`config.mk`:
```
export PLATFORM = sky130hd
export DESIGN_NAME = cko_top
export DESIGN_NICKNAME = d
export VERILOG_FILES = /design/src/hdl/cko_pkg.sv /design/src/hdl/cko_sync.sv /design/src/hdl/cko_xtal_div.sv /design/src/hdl/cko_top.sv
export SDC_FILE = /design/constraint.sdc
export NUM_CORES = 1
export LEC_CHECK = 0
export BUFFER_PORTS_ARGS = -buffer_cell sky130_fd_sc_hd__buf_4
export CAP_MARGIN = 20
export CORE_ASPECT_RATIO = 0.7
export CORE_UTILIZATION = 56
export CTS_CLUSTER_SIZE = 25
export DETAILED_ROUTE_END_ITERATION = 10
export GPL_TIMING_DRIVEN = 0
export PLACE_DENSITY = 0.9
export SETUP_SLACK_MARGIN = 0.2
export SYNTH_ARGS = -nofsm -noshare
export SYNTH_HDL_FRONTEND = slang
export SYNTH_SLANG_ARGS = --single-unit
```
`constraint.sdc`:
```
create_clock -name clk_sys_in -period 2.3 [get_ports clk_sys_in]
set_input_delay 0.46 -clock clk_sys_in [delete_from_list [all_inputs] [get_ports clk_sys_in]]
set_output_delay 0.46 -clock clk_sys_in [all_outputs]
set_load 0.01 [all_outputs]
```
`src/hdl/cko_pkg.sv`:
```
// Package for the clock output control block: register map, field layouts,
// select codes, divider factors and reset values.
// Assumes one system clock and a byte-wide register port.
package cko_pkg;

  ////////////////////////////////////////////////////////////////////////////
  // Register offsets
  localparam logic [7:0] CKO_ADDR_TRIM = 8'h3c;
  localparam logic [7:0] CKO_ADDR_CTRL = 8'h3d;
  localparam logic [7:0] CKO_ADDR_OUTDIV = 8'h3e;
  localparam logic [7:0] CKO_ADDR_GPIO = 8'h50;
  localparam logic [7:0] CKO_ADDR_STATUS = 8'h51;

  ////////////////////////////////////////////////////////////////////////////
  // Reset values
  localparam logic [7:0] CKO_RESET_TRIM = 8'h00;
  localparam logic [7:0] CKO_RESET_CTRL = 8'h00;
  localparam logic [7:0] CKO_RESET_OUTDIV = 8'h08;
  localparam logic [7:0] CKO_RESET_GPIO = 8'h00;

  ////////////////////////////////////////////////////////////////////////////
  // Field positions of the own pin register and the status register
  localparam int CKO_GPIO_VALUE_BIT = 0;
  localparam int CKO_GPIO_DRIVE_BIT = 1;
  localparam int CKO_STAT_PIN_IN_BIT = 0;
  localparam int CKO_STAT_PIN_OUT_BIT = 1;
  localparam int CKO_STAT_PIN_OE_BIT = 2;
  localparam int CKO_STAT_PLL_BIT = 3;

  ////////////////////////////////////////////////////////////////////////////
  // Clock output select codes
  typedef enum logic [3:0] {
    CKO_SEL_GPIO = 4'h0,
    CKO_SEL_PLL = 4'h1,
    CKO_SEL_LOW = 4'h2,
    CKO_SEL_HIGH = 4'h3,
    CKO_SEL_XTAL = 4'h4,
    CKO_SEL_XTAL_DIV2 = 4'h5,
    CKO_SEL_XTAL_DIV4 = 4'h6,
    CKO_SEL_XTAL_DIV8 = 4'h7,
    CKO_SEL_TIMER_ZERO = 4'h8,
    CKO_SEL_TIMER1 = 4'h9,
    CKO_SEL_TIMER2 = 4'ha,
    CKO_SEL_TIMER_THREE = 4'hb
  } cko_select_type;

  localparam logic [3:0] CKO_SEL_FIRST_RESERVED = 4'hc;

  ////////////////////////////////////////////////////////////////////////////
  // Feedback multiplication factors and output divider floor
  localparam logic [4:0] CKO_FB_MULT_00 = 5'h17;
  localparam logic [4:0] CKO_FB_MULT_01 = 5'h1b;
  localparam logic [4:0] CKO_FB_MULT_10 = 5'h1c;
  localparam logic [4:0] CKO_FB_MULT_11 = 5'h17;
  localparam logic [7:0] CKO_OUTDIV_MIN = 8'h08;

  // Slow oscillator reload base in system clocks; half period is base plus trim plus one
  localparam logic [8:0] CKO_SLOW_BASE_CYCLES = 9'h040;

  ////////////////////////////////////////////////////////////////////////////
  // Carriers
  typedef struct packed {
    logic [3:0] select;
    logic enable;
    logic power_down;
    logic [1:0] feedback;
  } cko_ctrl_type;

  typedef struct packed {
    logic [4:0] feedback_factor;
    logic [7:0] output_divider;
    logic power_down;
  } cko_pll_cfg_type;

endpackage

```
`src/hdl/cko_sync.sv`:
```
// Two flip-flop synchroniser for levels from outside the clock domain.
// Assumes inputs are slow relative to the system clock.
`timescale 1ns/1ps
module cko_sync #(
  parameter int WIDTH = 1
) (
  input wire logic clk_sys_in,
  input wire logic rst_in,
  input wire logic [WIDTH-1:0] async_in,
  output logic [WIDTH-1:0] sync_out
);
  logic [WIDTH-1:0] meta;

  always_ff @(posedge clk_sys_in) begin
    if (rst_in) begin
      meta <= '0;
      sync_out <= '0;
    end else begin
      meta <= async_in;
      sync_out <= meta;
    end
  end
endmodule // cko_sync

```
`src/hdl/cko_xtal_div.sv`:
```
// Divider chain for the synchronised crystal level: by two, four and eight.
// Assumes the crystal level is already synchronised to the system clock.
`timescale 1ns/1ps
module cko_xtal_div (
  input wire logic clk_sys_in,
  input wire logic rst_in,
  input wire logic xtal_level_in,
  output logic [2:0] div_out
);
  logic xtal_prev;
  wire xtal_rise = xtal_level_in & ~xtal_prev;

  always_ff @(posedge clk_sys_in) begin
    if (rst_in) begin
      xtal_prev <= 1'b0;
      div_out <= 3'h0;
    end else begin
      xtal_prev <= xtal_level_in;
      if (xtal_rise) begin
        div_out <= div_out + 3'h1;
      end
    end
  end
endmodule // cko_xtal_div

```
`src/hdl/cko_top.sv`:
```
// Clock output control: PLL settings, clock output pin selection, slow
// oscillator trim. Registers reached over a plain byte-wide port.
// Assumes crystal, PLL clock and pin levels arrive asynchronously; timer
// overflow pulses come from logic on the same clock.
//
// Functional notes
// - Select zero: pin is I/O; one: PLL
// - Select two holds low, three holds high
// - Select four routes undivided crystal clock
// - Selects five to seven: crystal by 2/4/8
// - Selects eight to eleven toggle on timer overflow
// - Clock only driven while output enable set
// - Feedback code gives factor 23, 27, 28, 23
// - Output divider divides by value, 8 to 255
// - PLL clock: reference times factor, halved, divided
// - Larger trim gives lower slow oscillator frequency
`timescale 1ns/1ps
module cko_top
  import cko_pkg::*;
#(
  parameter int TIMERS = 4
) (
  input wire logic clk_sys_in,
  input wire logic rst_in,
  input wire logic [7:0] reg_addr_in,
  input wire logic [7:0] reg_wdata_in,
  input wire logic reg_write_in,
  input wire logic reg_read_in,
  output logic [7:0] reg_rdata_out,
  input wire logic xtal_clk_in,
  input wire logic pll_clk_in,
  input wire logic [TIMERS-1:0] timer_overflow_in,
  input wire logic clock_out_pin_in,
  output logic clock_out_pin_out,
  output logic clock_out_pin_oe_out,
  output cko_pll_cfg_type pll_cfg_out,
  output logic [7:0] slow_osc_trim_out,
  output logic slow_osc_clk_out
);

  ////////////////////////////////////////////////////////////////////////////
  // Registers
  cko_ctrl_type ctrl;
  logic [7:0] slow_osc_trim;
  logic [7:0] output_divider;
  logic [7:0] gpio;

  wire wr_trim = reg_write_in && (reg_addr_in == CKO_ADDR_TRIM);
  wire wr_ctrl = reg_write_in && (reg_addr_in == CKO_ADDR_CTRL);
  wire wr_outdiv = reg_write_in && (reg_addr_in == CKO_ADDR_OUTDIV);
  wire wr_gpio = reg_write_in && (reg_addr_in == CKO_ADDR_GPIO);

  always_ff @(posedge clk_sys_in) begin
    if (rst_in) begin
      ctrl <= cko_ctrl_type'(CKO_RESET_CTRL);
      slow_osc_trim <= CKO_RESET_TRIM;
      output_divider <= CKO_RESET_OUTDIV;
      gpio <= CKO_RESET_GPIO;
    end else begin
      if (wr_ctrl) ctrl <= cko_ctrl_type'(reg_wdata_in);
      if (wr_trim) slow_osc_trim <= reg_wdata_in;
      if (wr_outdiv) output_divider <= reg_wdata_in;
      if (wr_gpio) gpio <= reg_wdata_in;
    end
  end

  ////////////////////////////////////////////////////////////////////////////
  // Input synchronisers and crystal dividers
  logic [2:0] sync_levels;
  logic [2:0] xtal_div;
  wire xtal_s = sync_levels[0];
  wire pll_s = sync_levels[1];
  wire pin_s = sync_levels[2];

  cko_sync #(
    .WIDTH(3)
  ) u_sync (
    .clk_sys_in(clk_sys_in),
    .rst_in(rst_in),
    .async_in({clock_out_pin_in, pll_clk_in, xtal_clk_in}),
    .sync_out(sync_levels)
  );

  cko_xtal_div u_div (
    .clk_sys_in(clk_sys_in),
    .rst_in(rst_in),
    .xtal_level_in(xtal_s),
    .div_out(xtal_div)
  );

  ////////////////////////////////////////////////////////////////////////////
  // Timer overflow toggles
  logic [TIMERS-1:0] timer_toggle;

  genvar t;
  generate
    for (t = 0; t < TIMERS; t++) begin : g_timer
      always_ff @(posedge clk_sys_in) begin
        if (rst_in) begin
          timer_toggle[t] <= 1'b0;
        end else if (timer_overflow_in[t]) begin
          timer_toggle[t] <= ~timer_toggle[t];
        end
      end
    end
  endgenerate

  ////////////////////////////////////////////////////////////////////////////
  // Pin source selection
  // Stopped PLL clock
  wire pll_gated = pll_s & ~ctrl.power_down;
  wire gpio_value = gpio[CKO_GPIO_VALUE_BIT];
  wire gpio_drive = gpio[CKO_GPIO_DRIVE_BIT];
  wire [3:0] timer_src = 4'(timer_toggle);
  wire [15:0] sources = {4'h0, timer_src, xtal_div[2], xtal_div[1], xtal_div[0], xtal_s,
                         1'b1, 1'b0, pll_gated, gpio_value};
  wire is_gpio = (ctrl.select == CKO_SEL_GPIO);
  wire selected = sources[ctrl.select];
  wire next_pin_oe = is_gpio ? gpio_drive : ctrl.enable;
  wire next_pin_val = is_gpio ? gpio_value : (ctrl.enable & selected);

  always_ff @(posedge clk_sys_in) begin
    if (rst_in) begin
      clock_out_pin_out <= 1'b0;
      clock_out_pin_oe_out <= 1'b0;
    end else begin
      clock_out_pin_out <= next_pin_val;
      clock_out_pin_oe_out <= next_pin_oe;
    end
  end

  ////////////////////////////////////////////////////////////////////////////
  // PLL settings to the analog PLL
  // Feedback factor decode
  wire [4:0] next_fb_factor = (ctrl.feedback == 2'h0) ? CKO_FB_MULT_00 :
                              (ctrl.feedback == 2'h1) ? CKO_FB_MULT_01 :
                              (ctrl.feedback == 2'h2) ? CKO_FB_MULT_10 : CKO_FB_MULT_11;
  wire [7:0] next_out_div = (output_divider < CKO_OUTDIV_MIN) ? CKO_OUTDIV_MIN : output_divider;

  always_ff @(posedge clk_sys_in) begin
    if (rst_in) begin
      pll_cfg_out <= '0;
    end else begin
      pll_cfg_out <= '{feedback_factor: next_fb_factor, output_divider: next_out_div,
                       power_down: ctrl.power_down};
    end
  end

  ////////////////////////////////////////////////////////////////////////////
  // Slow oscillator
  logic [8:0] slow_count;
  wire [8:0] slow_reload = CKO_SLOW_BASE_CYCLES + {1'b0, slow_osc_trim};
  wire slow_wrap = (slow_count == 9'h000);

  always_ff @(posedge clk_sys_in) begin
    if (rst_in) begin
      slow_count <= CKO_SLOW_BASE_CYCLES;
      slow_osc_clk_out <= 1'b0;
      slow_osc_trim_out <= CKO_RESET_TRIM;
    end else begin
      slow_osc_trim_out <= slow_osc_trim;
      if (slow_wrap) begin
        slow_count <= slow_reload;
        slow_osc_clk_out <= ~slow_osc_clk_out;
      end else begin
        slow_count <= slow_count - 9'h001;
      end
    end
  end

  ////////////////////////////////////////////////////////////////////////////
  // Read path
  logic [7:0] status;
  always_comb begin
    status = 8'h00;
    status[CKO_STAT_PIN_IN_BIT] = pin_s;
    status[CKO_STAT_PIN_OUT_BIT] = clock_out_pin_out;
    status[CKO_STAT_PIN_OE_BIT] = clock_out_pin_oe_out;
    status[CKO_STAT_PLL_BIT] = pll_gated;
  end
  wire [7:0] next_rdata = (reg_addr_in == CKO_ADDR_TRIM) ? slow_osc_trim :
                          (reg_addr_in == CKO_ADDR_CTRL) ? 8'(ctrl) :
                          (reg_addr_in == CKO_ADDR_OUTDIV) ? output_divider :
                          (reg_addr_in == CKO_ADDR_GPIO) ? gpio :
                          (reg_addr_in == CKO_ADDR_STATUS) ? status : 8'h00;

  always_ff @(posedge clk_sys_in) begin
    if (rst_in) begin
      reg_rdata_out <= 8'h00;
    end else if (reg_read_in) begin
      reg_rdata_out <= next_rdata;
    end else begin
      reg_rdata_out <= 8'h00;
    end
  end
endmodule // cko_top

```
Word level (Yosys, flattened, before mapping) --
Cells that the tools add are included.
Operators by class: mux-type cells 14, magnitude comparators 2, add/subtract/negate cells 3, eq/ne operators 7, bitwise gates (word level) 11, reductions and logical operators 10
Operators with widths (number):
- $mux W8 | 4
- $eq A8 B6 Y1 const B | 3
- $eq A8 B7 Y1 const B | 2
- $mux W4 | 4
- $add A7 B8 Y9 const A | 1
- $logic_not A9 Y1 | 1
- $mux W9 | 1
- $sub A9 B1 Y9 const B | 1
- $lt A8 B4 Y1 const B | 1
- $not A1 Y1 | 8
- $reduce_or A2 Y1 | 3
- $lt A4 B5 Y1 const B | 1
- $bmux W1 S4 | 1
- $logic_and A1 B1 Y1 | 4
- $logic_not A4 Y1 | 1
- $add A3 B1 Y3 const B | 1
- $and A1 B1 Y1 | 3
- $mux W1 | 3
- $mux W3 | 1
- $eq A2 B1 Y1 const B | 1
- $eq A2 B2 Y1 const B | 1
- $logic_not A2 Y1 | 1
Word-level totals: input bits 27, word-level logic and storage cells 73, bits in registers 88, output and inout port bits 33

Logic depth before layout (Yosys ltp) --
Gate-level depths: netlist of the first run.
depth after elaboration 7, mapped depth 7, depth with buffers taken out 6

Modules after synthesis --
A second synthesis of the first run with hierarchy kept.
Unflattened totals: cell total of the unflattened synthesis 378, area total of the unflattened synthesis 3574.7 um2
Modules (own cells, without submodules):
- cko_top | seq. area each 1541.5 um2, instances 1, cells each 352, area an instance 3258.1 um2
- cko_xtal_div | seq. area each 80.1 um2, instances 1, cells each 14, area an instance 158.9 um2
- cko_sync | seq. area each 120.1 um2, instances 1, cells each 12, area an instance 157.7 um2

Worst setup path before layout of the first run --
OpenSTA, ideal clock, no wires.
kind input port to flip-flop, start point input port reg_addr_in[7], end point register output_divider[3], buffers on the path 2, cell stages on the path 6, data arrival time 1.566 ns, slack 0.616 ns, required time 2.182 ns, setup time 0.118 ns, cell sequence nand2b_1 -> buf_6 -> or4_1 -> buf_2 -> mux2i_1 -> nand2_1
On the way: word-level cells in the longest chain between the ends 2
RTL lines:
- from (decl) | line cko_top.sv:25 | input wire logic [7:0] reg_addr_in,
- $eq A8 B6 Y1 | line cko_top.sv:50 | wire wr_outdiv = reg_write_in && (reg_addr_in == CKO_ADDR_OUTDIV);
- $logic_and A1 B1 Y1 | line cko_top.sv:50
- to (signal assigned) | line cko_top.sv:62 | if (wr_outdiv) output_divider <= reg_wdata_in;
- to (decl) | line cko_top.sv:45 | logic [7:0] output_divider;
Every way passes these cells. A chain may end at the register's enable or synchronous reset.

Worst setup path after layout of the first run --
start point register slow_count[0], end point register slow_count[6]
On the way: word-level cells in the longest chain between the ends 2
RTL lines:
- from (decl) | line cko_top.sv:151 | logic [8:0] slow_count;
- from (signal assigned) | line cko_top.sv:163 | slow_count <= slow_reload;
- from (signal assigned) | line cko_top.sv:166 | slow_count <= slow_count - 9'h001;
- $sub A9 B1 Y9 or $logic_not A9 Y1 (tied branches) | line cko_top.sv:166, cko_top.sv:153
- $mux W9 (*) | line cko_top.sv:162 | if (slow_wrap) begin
Every way passes the cells marked *; elsewhere a longest branch is shown, timed or not.

==> metrics.txt, run 1 <==
die height around 70 um; Tcrit/Tclk final 0.808; Worst path max stage delay 510 ps; Critical Path AT 2100 ps; top cells by count, synth dfxtp_1 (87), nor2_1 (49), mux2i_1 (28), a21oi_1 (26), nor2b_1 (26); Congestion Overflow GR 0; most numerous cell in the Yosys netlist dfxtp_1; Max-slew headroom 0.499; register area share after synthesis 0.472; full die area 6920 um^2; Crit Path Max Fanout 5; Mapped Area ~3700 um^2; ANT cells 0; antenna violations before repair 0; Hold WC Path Type in2reg; row count 24; post-CTS setup buffers 0; share of layout cells above drive strength 1 0.229; status finished, final reports clean; Top delay family on crit path simple AND/OR/NAND/NOR gates; DR vias 3143; cts bufs inserted 9; Final Power between 0.003 and 0.004 W; IO Port Bufs 58; flop and latch count out of synthesis between 80 and 90; DR vias/cell a little under 6; count of cell types in the netlist 50; H-tree levels 3; Detail Placement HPWL ~6.5 mm; Synth warnings 0; area leader, netlist dfxtp_1; Initial Util 0.585; Initial DRC Count 160; Syn Area/Cell around 9.6 um^2; global-route usage over all layers 0.270; DRT antenna net count 0; Skew-Pair Late Insertion Delay approximately 370 ps; largest net degree at the start of global routing 16; Clock Path Buffers 2; vias in the first global route 2904; Leakage Power approximately 1.8 nW; final setup fails 0; Area Growth Syn to Fin 19.7%; Syn Nets around 420; Final #Nets between 400 and 500; CTS tree yes; Max stage delay cell, worst path or3b_2; Gate Count Post-Synth between 300 and 400; EDFF count, synth 0; max-cap viol count 0; Worst VDD drop around 0.00057 V; slack of the critical path approximately 440 ps; RSZ-0062 raised after global routing no; worst slack, placed approximately 270 ps; hold buffers post-CTS 0; residual DRC count 0; setup TNS 0 ps; CTS clk-pin slew, worst paths roughly 90 ps; transition time of the tightest slew-check pin about 750 ps; clk sinks a little under 90; Pwr Density approximately 760 nW/um^2; clk_skew ~13 ps; critical path capture point type flip-flop; Top FF cell, synth dfxtp_1; gpl congestion ~0.93; die width ~99 um; first-pass GRT wire length 14.3 mm; required time of the critical path approximately 2500 ps; Async S/R FF share, synth 0; final hold violations 0; Resized Gates After CTS 0; DRT Pass-1 Iters 5; top cell type's share of synthesized area 0.472; Root Buffer clkbuf_8; CP Buf/Inv Count 1; max-slew violation count 0; wire per inst roughly 17 um; startpoint types flip-flop; min Tclk post-route ~1900 ps; IO Pins 60; DRT Wirelength approximately 8.9 mm; CP Cell Sequence inv_1 > ha_1 > or3b_2 > o31ai_1 > and3_2 > o21ai_1; core area between 6000 and 7000 um^2; Crit Path Category reg2reg; f_max between 500 and 600 MHz; top cells by area, synth dfxtp_1 (47%), mux2i_1 (7.6%), nor2_1 (5.0%), nor2b_1 (4.4%), a21oi_1 (3.5%)
sequential cells by signal, indices dropped and copies added, names as in the netlist, 8 cells and up:
signal and count:
slow_count 9, pll_cfg_out 13, slow_osc_trim 8, slow_osc_trim_out 8
output_divider 8, gpio 8, ctrl 8, reg_rdata_out 8
placed cells by master, fill, tap and decap left out, types with 2 or more instances in the layout:
cell type   instances
clkbuf_8            9
nor2b_1            26
nand4_1            13
buf_1               5
buf_6               2
buf_2               5
nand3_1            16
a21o_1              4
o22ai_1             4
o21a_1              4
a211o_1             2
or4_1               4
buf_4              61
xor2_1              3
nor2_1             49
mux2i_1            28
mux2_1              2
nor3_1              3
nor4b_1             2
ha_1                7
inv_1               8
and2_1              3
dfxtp_1            87
mux2_2              5
a211oi_2            6
o211ai_1            4
nor4_1              2
nand2b_1            4
nand2b_4            2
clkinvlp_4          3
nand2_1            15
clkbuf_1           11
a21oi_1            26
o21ai_0             6
xnor2_1             7
metrics by stage:
step / area [um^2] / cells / hold slack [ps] / util
after floorplan: 3690 / 385 / 414 / -
after global placement: 4220 / 521 / 426 / 0.669
after detailed placement: 4220 / 521 / 426 / 0.669
after CTS: 4410 / 536 / 302 / 0.700
after global routing: 4410 / 536 / 323 / 0.700
final: 4410 / 536 / 302 / 0.700
metal layers:
layer  routed length [um]  vias up  GRT usage
li1                     -     1474          -
met4                  210        0      0.106
met3                  846       25     0.0561
met5                    0        -          0
met2                 3890      173      0.404
met1                 4000     1471      0.383
kinds of logic after synthesis:
group	share of synthesized area
simple gates	0.223
mux	0.0974
buf+inv	0.0445
fa+ha+maj	0.0238
xor+xnor	0.0238
compound gates	0.115
flops	0.472
power breakdown:
group | total, W | switching, W | leakage (nW) | internal, W
clock network | 0.00107 | 0.000564 | 0.0879 | 0.000501
logic | 0.000598 | 0.000309 | 0.981 | 0.000289
registers | 0.00167 | 0.0000875 | 0.707 | 0.00158
path summary, 6_finish.rpt:
path	end	cells after the start	slack (ps)	startpoint
worst max-delay path	slow_count[6]$_SDFF_PP1_	6	440	slow_count[0]$_SDFF_PP0_
worst min-delay path	u_sync.meta[2]$_SDFF_PP0_	2	300	clock_out_pin_in
worst max register to register	slow_count[6]$_SDFF_PP1_	6	440	slow_count[0]$_SDFF_PP0_
worst min register to register	u_sync.sync_out[2]$_SDFF_PP0_	1	450	u_sync.meta[2]$_SDFF_PP0_
area by class of cell:
| type | count | area (um^2) |
|---|---|---|
| clock buffer | 9 | 124 |
| multi-input combinational | 263 | 1780 |
| tap | 78 | 97.6 |
| buffer | 26 | 130 |
| fill | 471 | 1890 |
| clock inverter | 6 | 70.1 |
| timing repair buffer | 58 | 435 |
| inverter | 9 | 33.8 |
| sequential | 87 | 1740 |
No activity file was read; power rests on OpenSTA's default activity.
==> inputs of run 2 (changes only) <==
clock period = 1.8 ns   (was 2.3 ns; I/O delays follow)
==> run 2 against run 1 <==
Hold slack worse by 99 ps. Cell area rose by 5.5%. Count of clock-buffer cells in the layout up 2. Register-to-register slack got worse by 400 ps. Cell count increased by 1.1%. Critical path depth increased by 1. Clock power is 56% higher. Critical path type unchanged.
==> metrics.txt, run 2 (synthesized netlist as in run 1, its figures left out) <==
DRT Wirelength 9.79 mm; final hold slack roughly 200 ps; DRT Pass-1 Iters 5; Skew-Pair Late Insertion Delay roughly 360 ps; Leakage Power roughly 1.9 nW; die height roughly 70 um; clk_skew approximately 5.0 ps; RSZ-0062 raised after global routing yes; Top delay family on crit path simple AND/OR/NAND/NOR gates; clk sinks 87; critical path capture point type flip-flop; hold buffers post-CTS 0; largest net degree at the start of global routing 15; Max-slew headroom 0.527; core area ~6300 um^2; leading cell type in the layout, fill and taps excluded dfxtp_1; startpoint types flip-flop; IO Port Bufs 58; gpl congestion about 0.94; DR vias 3249; most flop-heavy register pll_cfg_out; min Tclk post-route around 1800 ps; share of layout cells above drive strength 1 0.274; f_max between 500 and 600 MHz; Tcrit/Tclk final 0.977; transition time of the tightest slew-check pin just over 700 ps; die width 99.0 um; Pwr Density 1020 nW/um^2; Initial Util 0.585; Clock Path Buffers 2; DR vias/cell about 6; CP Cell Sequence inv_2 > ha_4 > or4b_4 > nand2b_4 > buf_6 > xor2_2 > nor2_1; Max stage delay cell, worst path or4b_4; ANT cells 0; Largest regs pll_cfg_out: 13 flops, slow_count: 9 flops; Crit Path Category reg2reg; Final Power roughly 0.0048 W; vias in the first global route 2956; row count 24; H-tree levels 3; final setup fails 0; Area Growth Syn to Fin 26.3%; Root Buffer clkbuf_8; Worst path max stage delay 480 ps; wire per inst between 15 and 20 um; IO Pins 60; CTS tree yes; Initial DRC Count about 430; global-route usage over all layers 0.295; antenna violations before repair 0; Critical Path AT about 2100 ps; status finished, final reports clean; required time of the critical path between 2000 and 2500 ps; final hold violations 0; first-pass GRT wire length approximately 15 mm; full die area 6920 um^2; CP Buf/Inv Count 2; Crit Path Max Fanout 6; Largest register FFs 13; Hold WC Path Type in2reg; residual DRC count 0; most frequent cells in the layout dfxtp_1 (85), buf_4 (64), nor2_1 (44), mux2i_1 (27), nor2b_1 (26); cts bufs inserted 9; CTS clk-pin slew, worst paths about 90 ps; Congestion Overflow GR 0; Detail Placement HPWL 6.49 mm; max-slew violation count 0; max-cap viol count 0; DRT antenna net count 0; Final #Nets between 400 and 500; Worst VDD drop about 0.00064 V
run 2: timing repair:
item / 4_1_cts / 5_1_grt
cloned: 1 / 0
buffers inserted: 3 / 1
resized for setup: 22 / 11
endpoints found under the setup margin: 10 / 26
pin swaps: 3 / 2
run 2: final timing paths:
| path | start | depth (start not counted) | slack [ps] | end |
|---|---|---|---|---|
| max | slow_count[1]$_SDFF_PP0_ | 7 | 40 | slow_osc_clk_out$_SDFFE_PP0P_ |
| min | xtal_clk_in | 2 | 200 | u_sync.meta[0]$_SDFF_PP0_ |
| min reg2reg | u_sync.meta[2]$_SDFF_PP0_ | 1 | 450 | u_sync.sync_out[2]$_SDFF_PP0_ |
| max reg2reg | slow_count[1]$_SDFF_PP0_ | 7 | 40 | slow_osc_clk_out$_SDFFE_PP0P_ |
run 2: report_power, final:
group	total (W)	internal (W)	switching, W	leakage, nW
registers	0.00215	0.00203	0.000118	0.707
clock network	0.00167	0.000960	0.000707	0.116
logic	0.000937	0.000465	0.000472	1.04
total	0.00475	0.00345	0.00130	1.86
run 2: per-stage QoR:
| stage | setup TNS [ps] | setup WS [ps] | utilization | instance area, um^2 | instances |
|---|---|---|---|---|---|
| 5_1_grt | -9.59 | -5.23 | 0.739 | 4660 | 542 |
| 6_report | 0 | 41.0 | 0.739 | 4660 | 542 |
| 3_5_place_dp | -2980 | -160 | 0.669 | 4220 | 521 |
| 4_1_cts | 0 | 80.9 | 0.728 | 4590 | 541 |
| 3_3_place_gp | -2010 | -111 | 0.669 | 4220 | 521 |
| 2_1_floorplan | 0 | 197 | - | 3690 | 385 |
run 2: final cells by class:
type | instances | area (um^2)
multi-input combinational | 263 | 1880
fill | 424 | 1650
inverter | 9 | 36.3
tap | 78 | 97.6
timing repair buffer | 63 | 509
clock buffer | 11 | 141
buffer | 26 | 138
clock inverter | 5 | 105
sequential | 87 | 1750
run 2: layer usage:
metal	vias to the layer above	track usage	share of wire
li1	1490	-	-
met1	1537	0.413	0.43
met2	195	0.455	0.46
met3	27	0.0731	0.097
met4	0	0.0779	0.019
met5	-	0	0
run 2: worst reg2reg max path: stages, from the launching register on:
cell and delay [ps]:
dfxtp_2 330, inv_2 90, ha_4 140, or4b_4 480
nand2b_4 220, buf_6 170, xor2_2 130, nor2_1 120
